$ cat src/hdl/ban_defs.svh
/*
  Constants of the battery alarm notify block: bus addresses, command codes,
  field positions and bit timing. Assumes a 40 MHz core clock.
*/
`ifndef BAN_DEFS_SVH
`define BAN_DEFS_SVH

// bus addresses, 7 bits
`define BAN_HOST_ADDR 7'h08
`define BAN_CHG_ADDR 7'h09
`define BAN_SEL_ADDR 7'h0A

// command codes of the readable words
`define BAN_CMD_CAP 8'h11
`define BAN_CMD_CHG 8'h13
`define BAN_CMD_PPS 8'h21

// capability bit that flags a built-in selector
`define BAN_CAP_SEL_BIT 4

// timing
`define BAN_CLK_HZ 40000000
`define BAN_SMB_HZ 100000
`define BAN_QTR_CYC (`BAN_CLK_HZ / (4 * `BAN_SMB_HZ))
`define BAN_QTR_LAST 8'(`BAN_QTR_CYC - 1)

`endif

$ cat src/hdl/ban_pkg.sv
/*
  Types of the battery alarm notify block.
  Assumes ban_defs.svh supplies all numeric constants.
*/
`default_nettype none

package ban_pkg;

  typedef enum logic [1:0] {
    BAN_ROLE_CHARGER,
    BAN_ROLE_CHG_SEL,
    BAN_ROLE_SELECTOR
  } ban_role_t;

  typedef enum logic [2:0] {M_IDLE, M_START, M_BIT, M_STOP} ban_mst_t;

  typedef enum logic [2:0] {
    S_IDLE, S_ADDR, S_ACKW, S_CMD, S_ACKC, S_ACKR, S_TX, S_TACK
  } ban_slv_t;

  typedef struct packed {
    logic scl_s1;
    logic scl_s2;
    logic scl_p;
    logic sda_s1;
    logic sda_s2;
    logic sda_p;
    logic bus_busy;
    logic pend;
    ban_mst_t mst;
    logic [7:0] qcnt;
    logic [1:0] phase;
    logic [3:0] bitn;
    logic [1:0] byten;
    logic [15:0] payload;
    ban_slv_t slv;
    logic [3:0] sbit;
    logic [7:0] sshift;
    logic [7:0] scmd;
    logic [15:0] stx;
    logic sbyte;
    logic sack;
    logic scl_oe_n;
    logic sda_oe_n;
    logic drv_lvl;
    logic done;
    logic fail;
  } ban_state_t;

endpackage

`default_nettype wire

$ cat src/hdl/ban_notify.sv
/*
  Battery charger / battery switch alarm notifier on the SMBus.
  Masters a notify to the host slave on each status change, except changes seen in a notify before it is NACKed, and answers
  read-word requests as a slave for the words its role allows, all three only with a built-in selector.
  Assumes open-drain pins resolved outside; status words and the change
  pulse come from logic on i_core_clk.
*/
// Notes on behaviour
// RULE1: charger-only device notifies host address 0x8 on every status change; the code drops changes seen in a notify before a NACK.
// RULE2: charger-only device sends its charger state word, command 0x13.
// RULE3: host raises its event only after data and sender address arrive.
// RULE4: capability word at command 0x11 shows built-in selector in bit 4.
// RULE5: charger with selector sends power-path state word, command 0x21.
// RULE6: with built-in selector, status changes go through power-path notify only.
// RULE7: standalone switch device notifies host 0x8 with power-path state word.
// RULE8: sender byte is the 7-bit address plus write bit.
// RULE9: host stores sender address shifted up by one bit.
// RULE10: charger answers at address 0x9 and notifies with that identity.
// RULE11: standalone switch answers at 0xA and notifies with that identity.
// RULE12: host holds address, data and event until software reads them; the host model overwrites address and data with each new notify.
`include "ban_defs.svh"
`default_nettype none

module ban_notify (
  // clock and reset
  input wire logic i_core_clk,
  input wire logic i_nrst,
  // device configuration and state
  input wire ban_pkg::ban_role_t i_role,
  input wire logic i_status_change,
  input wire logic [15:0] i_charger_state_word,
  input wire logic [15:0] i_power_path_state_word,
  input wire logic [15:0] i_charger_capability_word,
  // smbus pins
  input wire logic i_scl,
  output logic o_scl_o,
  output logic o_scl_oe_n,
  input wire logic i_sda,
  output logic o_sda_o,
  output logic o_sda_oe_n,
  // notify status
  output logic o_notify_busy,
  output logic o_notify_done,
  output logic o_notify_fail
);
  import ban_pkg::*;

  ban_state_t q, d;
  logic [6:0] own_addr;
  logic [15:0] cap_word;
  logic scl_rise, scl_fall, start_c, stop_c, tick, mbit, addr_hit, cmd_ok;
  logic [15:0] rd_word;
  logic [7:0] mb;

  // identity follows role
  assign own_addr = (i_role == BAN_ROLE_SELECTOR) ? `BAN_SEL_ADDR : `BAN_CHG_ADDR; // RULE10 RULE11

  always_comb begin
    cap_word = i_charger_capability_word;
    cap_word[`BAN_CAP_SEL_BIT] = (i_role == BAN_ROLE_CHG_SEL); // RULE4
  end

  // notify byte stream: host address, sender, data low, data high
  function automatic logic [7:0] mbyte(input logic [1:0] n, input logic [15:0] pl,
                                       input logic [6:0] me);
    case (n)
      2'd0: mbyte = {`BAN_HOST_ADDR, 1'b0}; // RULE1 RULE7
      2'd1: mbyte = {me, 1'b0}; // RULE8
      2'd2: mbyte = pl[7:0];
      default: mbyte = pl[15:8];
    endcase
  endfunction

  assign scl_rise = q.scl_s2 & ~q.scl_p;
  assign scl_fall = ~q.scl_s2 & q.scl_p;
  assign start_c = q.scl_s2 & q.scl_p & q.sda_p & ~q.sda_s2;
  assign stop_c = q.scl_s2 & q.scl_p & ~q.sda_p & q.sda_s2;
  assign tick = (q.qcnt == `BAN_QTR_LAST);
  assign mb = mbyte(q.byten, q.payload, own_addr);
  assign mbit = (q.bitn < 4'd8) ? mb[3'd7 - q.bitn[2:0]] : 1'b1;
  assign addr_hit = (q.sshift[7:1] == own_addr);

  always_comb begin
    cmd_ok = 1'b0;
    rd_word = 16'h0000;
    case (q.scmd)
      `BAN_CMD_CAP: begin
        cmd_ok = (i_role != BAN_ROLE_SELECTOR);
        rd_word = cap_word;
      end
      `BAN_CMD_CHG: begin
        cmd_ok = (i_role != BAN_ROLE_SELECTOR);
        rd_word = i_charger_state_word;
      end
      `BAN_CMD_PPS: begin
        cmd_ok = (i_role != BAN_ROLE_CHARGER);
        rd_word = i_power_path_state_word;
      end
      default: begin
        cmd_ok = 1'b0;
        rd_word = 16'h0000;
      end
    endcase
  end

  always_comb begin
    d = q;
    d.done = 1'b0;
    d.fail = 1'b0;
    d.drv_lvl = 1'b0;
    d.scl_s1 = i_scl;
    d.scl_s2 = q.scl_s1;
    d.scl_p = q.scl_s2;
    d.sda_s1 = i_sda;
    d.sda_s2 = q.sda_s1;
    d.sda_p = q.sda_s2;
    if (start_c) begin
      d.bus_busy = 1'b1;
    end else if (stop_c) begin
      d.bus_busy = 1'b0;
    end
    d.pend = q.pend | i_status_change; // RULE1 RULE7

    // quarter-bit timer, held while a slave stretches the clock of a data or ack bit
    if (q.mst == M_IDLE || (q.phase == 2'd1 && !q.scl_s2 && q.mst == M_BIT)) begin
      d.qcnt = 8'h00;
    end else if (tick) begin
      d.qcnt = 8'h00;
      d.phase = q.phase + 2'd1;
    end else begin
      d.qcnt = q.qcnt + 8'h01;
    end

    case (q.mst)
      M_IDLE: begin
        if (q.pend && !q.bus_busy && q.slv == S_IDLE) begin
          d.mst = M_START;
          d.phase = 2'd0;
          d.byten = 2'd0;
          d.bitn = 4'd0;
          // changes seen from here on ask for one more notify; a NACK drops those seen before it
          d.pend = i_status_change;
          // charger-only sends charger state, others the power-path state
          d.payload = (i_role == BAN_ROLE_CHARGER) ? i_charger_state_word // RULE2
                                                   : i_power_path_state_word; // RULE5 RULE6 RULE7
        end
      end
      M_START: begin
        d.sda_oe_n = 1'b0;
        if (tick && q.phase == 2'd1) begin
          d.scl_oe_n = 1'b0;
          d.mst = M_BIT;
          d.phase = 2'd0;
        end
      end
      M_BIT: begin
        if (q.phase == 2'd0) begin
          d.scl_oe_n = 1'b0;
          d.sda_oe_n = mbit;
        end else if (q.phase == 2'd3) begin
          d.scl_oe_n = 1'b0;
        end else begin
          d.scl_oe_n = 1'b1;
        end
        if (tick && q.phase == 2'd2) begin
          if (q.bitn == 4'd8 && q.sda_s2) begin
            d.mst = M_STOP;
            d.phase = 2'd0;
            d.fail = 1'b1;
            d.pend = i_status_change;
          end else if (q.bitn < 4'd8 && mbit && !q.sda_s2) begin
            // lost arbitration: let go and retry when the bus is free
            d.mst = M_IDLE;
            d.pend = 1'b1;
            d.scl_oe_n = 1'b1;
            d.sda_oe_n = 1'b1;
          end
        end
        if (tick && q.phase == 2'd3) begin
          if (q.bitn == 4'd8) begin
            d.bitn = 4'd0;
            d.byten = q.byten + 2'd1;
            if (q.byten == 2'd3) begin
              d.mst = M_STOP;
            end
          end else begin
            d.bitn = q.bitn + 4'd1;
          end
        end
      end
      M_STOP: begin
        if (q.phase == 2'd0) begin
          d.scl_oe_n = 1'b0;
          d.sda_oe_n = 1'b0;
        end else if (q.phase == 2'd1) begin
          d.scl_oe_n = 1'b1;
        end else begin
          d.sda_oe_n = 1'b1;
        end
        if (tick && q.phase == 2'd3) begin
          d.mst = M_IDLE;
          if (!q.fail && q.byten == 2'd0 && q.bitn == 4'd0) begin
            d.done = 1'b1;
          end
        end
      end
      default: d.mst = M_IDLE;
    endcase

    // slave side: read-word and command writes to own address
    if (q.mst == M_IDLE && d.mst == M_IDLE) begin
      if (start_c) begin
        d.slv = S_ADDR;
        d.sbit = 4'd0;
        d.sda_oe_n = 1'b1;
      end else if (stop_c) begin
        d.slv = S_IDLE;
        d.sda_oe_n = 1'b1;
      end else begin
        if (scl_rise && q.sbit < 4'd8 && (q.slv == S_ADDR || q.slv == S_CMD || q.slv == S_TX)) begin
          d.sshift = {q.sshift[6:0], q.sda_s2};
          d.sbit = q.sbit + 4'd1;
        end
        case (q.slv)
          S_IDLE: d.sda_oe_n = 1'b1;
          S_ADDR: begin
            if (scl_fall && q.sbit == 4'd8) begin
              if (addr_hit && !q.sshift[0]) begin
                d.slv = S_ACKW;
                d.sda_oe_n = 1'b0;
              end else if (addr_hit && cmd_ok) begin
                d.slv = S_ACKR;
                d.sda_oe_n = 1'b0;
              end else begin
                d.slv = S_IDLE;
              end
            end
          end
          S_ACKW: begin
            if (scl_fall) begin
              d.sda_oe_n = 1'b1;
              d.slv = S_CMD;
              d.sbit = 4'd0;
            end
          end
          S_CMD: begin
            if (scl_fall && q.sbit == 4'd8) begin
              d.scmd = q.sshift;
              d.sda_oe_n = 1'b0;
              d.slv = S_ACKC;
            end
          end
          S_ACKC: begin
            if (scl_fall) begin
              d.sda_oe_n = 1'b1;
              d.slv = S_IDLE;
            end
          end
          S_ACKR: begin
            if (scl_fall) begin
              d.stx = {rd_word[7:0], rd_word[15:8]};
              d.sda_oe_n = rd_word[7];
              d.sbit = 4'd0;
              d.sbyte = 1'b0;
              d.slv = S_TX;
            end
          end
          S_TX: begin
            if (scl_fall && q.sbit != 4'd0) begin
              d.stx = {q.stx[14:0], 1'b0};
              if (q.sbit == 4'd8) begin
                d.sda_oe_n = 1'b1;
                d.slv = S_TACK;
              end else begin
                d.sda_oe_n = q.stx[14];
              end
            end
          end
          S_TACK: begin
            if (scl_rise) begin
              d.sack = ~q.sda_s2;
            end
            if (scl_fall) begin
              if (q.sack && !q.sbyte) begin
                d.sbyte = 1'b1;
                d.sbit = 4'd0;
                d.sda_oe_n = q.stx[15];
                d.slv = S_TX;
              end else begin
                d.slv = S_IDLE;
              end
            end
          end
          default: d.slv = S_IDLE;
        endcase
      end
    end
  end

  always_ff @(posedge i_core_clk or negedge i_nrst) begin
    if (!i_nrst) begin
      q <= '0;
      q.scl_s1 <= 1'b1;
      q.scl_s2 <= 1'b1;
      q.scl_p <= 1'b1;
      q.sda_s1 <= 1'b1;
      q.sda_s2 <= 1'b1;
      q.sda_p <= 1'b1;
      q.mst <= M_IDLE;
      q.slv <= S_IDLE;
      q.scl_oe_n <= 1'b1;
      q.sda_oe_n <= 1'b1;
    end else begin
      q <= d;
    end
  end

  assign o_scl_o = q.drv_lvl;
  assign o_sda_o = q.drv_lvl;
  assign o_scl_oe_n = q.scl_oe_n;
  assign o_sda_oe_n = q.sda_oe_n;
  assign o_notify_busy = (q.mst != M_IDLE);
  assign o_notify_done = q.done;
  assign o_notify_fail = q.fail;

endmodule

`default_nettype wire

$ cat config.mk
export PLATFORM = sky130hd
export DESIGN_NAME = ban_notify
export DESIGN_NICKNAME = d
export VERILOG_FILES = /design/src/hdl/ban_pkg.sv /design/src/hdl/ban_notify.sv
export VERILOG_INCLUDE_DIRS = /design/src /design/src/hdl
export SDC_FILE = /design/constraint.sdc
export NUM_CORES = 1
export LEC_CHECK = 0
export BUFFER_PORTS_ARGS = -buffer_cell sky130_fd_sc_hd__clkbuf_2
export CORE_ASPECT_RATIO = 1.5
export CORE_UTILIZATION = 50
export CTS_CLUSTER_DIAMETER = 60
export DETAILED_ROUTE_END_ITERATION = 7
export PLACE_DENSITY = 0.7
export SYNTH_ARGS = -nofsm -noshare
export SYNTH_HDL_FRONTEND = slang
export SYNTH_SLANG_ARGS = --single-unit
$ cat constraint.sdc
create_clock -name i_core_clk -period 2.7 [get_ports i_core_clk]
set_input_delay 0.405 -clock i_core_clk [delete_from_list [all_inputs] [get_ports i_core_clk]]
set_output_delay 0.405 -clock i_core_clk [all_outputs]
set_load 0.05 [all_outputs]
==> results.ini <==
[power]
p_sw_mw = 1.39
p_seq_share_pct = 46.0
power.density_mw_per_mm2 = 713
p_clk_share_pct = 29.7
ir_worst_vdd_mv = 0.363
p_sw_share_pct = 33.3
power.combinational.fraction_pct = 24.4
fin_total_pwr_mw = 4.17
leakagePower_nw = 2.50
p_int_mw = 2.78

[die]
die_h_um = 126
core_sq_mm = 0.0101
die_w_um = 85.0
start_util_pct = 51.2
die_area_sq_mm = 0.0107
io_pins = 62
core.rowCount = 45

[timing]
rsz0062_at_grt = no
fmax_ghz = 0.423
clock_skew_ps = 11.9
worst_pin_slew_ps = 645
maxSlewViolCount = 0
setup_violations = 0
min_period_ps = 2360
fin_tns_setup_ps = 0
post-route-period-util_pct = 87.6
slew_headroom_pct = 57.0
whs_ps = 6.89
hold_viol = 0

[clocking]
numCtsBuffers = 9
cts_tree = built
clk_pin_slew_ps = 70
postCtsSetupRepairBufs = 0
h-tree-depth = 3
post_cts_resized = 0
cts_buffer_depth = 2
hold_buffers = 0
cts_sinks = 88
cts_root_buf = clkbuf_16
clock_latency_ps = 340

[route]
post-route-drc-count = 0
wl_per_cell_um = 17.6
drtIter0Drc = 293
via_count = 4277
ant_nets = 0
wirelength_mm = 12.4
firstDrtPassIters = 5
via_per_inst = 6.06

[synth]
synth_most_common_cell = dfrtp_1
synthTopCellsByArea = dfrtp_1, nor2_1, a21oi_1, dfstp_2, mux2i_1
synth_cells = 534
ys_seq_area_share_pct = 42.8
synth_top_cell_area_share_pct = 38.8
synth.distinct_cells = 73
synth_edf_count = 0
async_reset_ff_share_pct = 100
syn_area_per_cell_sq_um = 9.67
yosysWarningCount = 0
netlist_area_sq_mm = 0.00516
ys_seq_elements = 88
synth.largest_area_cell = dfrtp_1
yosys-top-cells-count = dfrtp_1, nor2_1, a21oi_1, nand2_1, mux2i_1
synth_ff_type = dfrtp_1

[critical_path]
worstPathMaxFanout = 8
critPathTopFamily = compound AO/OA/AOI/OAI gates
worstPathArrival_ps = 2640
cp.required_ps = 2980
cp_num_buf_inv = 1
slowest_stage = o31ai_1
critPathLaunchType = flip-flop
crit_path_end_kind = flip-flop
critPathMaxStageDelay_ps = 530
path_class = reg2reg
worstPathCellList = inv_1 > ha_1 > a22oi_1 > o31ai_1 > a32oi_1 > a211oi_1 > o32a_1

[job]
max_cap_viol_count = 0

[finish]
multi_input_area_sq_mm = 0.00272
seqCellArea_sq_mm = 0.00221
syn_to_final_growth_pct = 13.2
post-route-cell-area_sq_mm = 0.00584
num_antenna_cells = 0
drive_above_1_share_pct = 19.5
fillCellCount = 873
final_util_pct = 58.0
nets = 653

[global_routing]
antenna_found_initial = 0
overflow = 0
grt_pass1_vias = 4265
grt_max_degree = 40
grt_pass1_wl_mm = 20.6
track_usage_pct = 24.4

[placed_design]
dp.final_hpwl_mm = 9.30
gp_congestion = 0.892
dpl_cell_area_sq_mm = 0.00555
port_buffers = 58

[status]
status = completed

[worst_hold_path]
hold_path_class = in2async

## per-stage QoR
| stage | cells | setup WS, ps |
|---|---|---|
| 6_report | 706 | 335 |
| 5_1_grt | 706 | 190 |
| 4_1_cts | 706 | 383 |
| 3_5_place_dp | 690 | 396 |
| 3_3_place_gp | 690 | 457 |
| 2_1_floorplan | 536 | 652 |
## placed cells by master, fill, tap and decap left out, drive strengths merged, types with 19 or more instances in the layout
cell / instances
a21oi: 43
clkbuf: 67
dfrtp: 80
inv: 20
mux2: 19
mux2i: 21
nand2: 27
nor2: 80
## state kept, by name (all words and copies together), names as in the netlist
signal         cells
o_notify_fail      1
o_scl_oe_n         1
o_notify_done      1
q                 80
d                  4
o_sda_oe_n         1
## kinds of logic after synthesis
logic type / after synthesis / share of synthesized area, %
and+or+nand+nor: 180 / 18.0
AOI/OAI and AO/OA: 147 / 20.9
DFF: 88 / 42.8
buffers and inverters: 52 / 4.60
muxes: 40 / 8.21
adders and majority gates: 14 / 3.39
xor gates and xnor gates: 12 / 2.03
other: 1 / 0.0726
## worst reg2reg max path, cell delays in order, from the launching register on
cell	delay, ps
dfrtp_1	440
inv_1	110
ha_1	390
a22oi_1	160
o31ai_1	530
a32oi_1	220
a211oi_1	290
o32a_1	180
## area by class of cell
class / count / area share, %
inverters: 19 / 1.22
multi-input cells: 396 / 46.6
repair buffers: 70 / 6.77
clock inverters: 6 / 1.16
well taps: 117 / 2.50
clock buffers: 10 / 3.92
flip-flops and latches: 88 / 37.9
## metal layers
layer | track usage, % | vias up | share of wire [%]
met5 | 0 | - | 0
met4 | 10.2 | 0 | 2.7
met3 | 4.55 | 25 | 4.4
met2 | 44.8 | 139 | 53
met1 | 27.4 | 2062 | 40
li1 | - | 2051 | -
## final timing paths
kind | start | endpoint | slack, ps | depth (start not counted)
worst max-delay path | q[62] | o_sda_oe_n | 340 | 7
worst min-delay path | i_nrst | q[55] | 7 | 1
worst max register to register | q[62] | o_sda_oe_n | 340 | 7
worst min register to register | d[87] | d[86] | 360 | 0
max in group asynchronous | i_nrst | q[86] | 2030 | 2
min in group i_core_clk | i_sda | d[84] | 140 | 1
## power groups by stage
stage	sequential, mW	clock [mW]	combinational [mW]
2_1_floorplan	1.82	0	0.819
3_3_place_gp	1.92	0	0.976
5_1_grt	1.96	1.32	1.16
3_5_place_dp	1.93	0	1.02
6_report	1.92	1.24	1.02
4_1_cts	1.91	1.26	1.02
(Power assumes the default switching activity.)
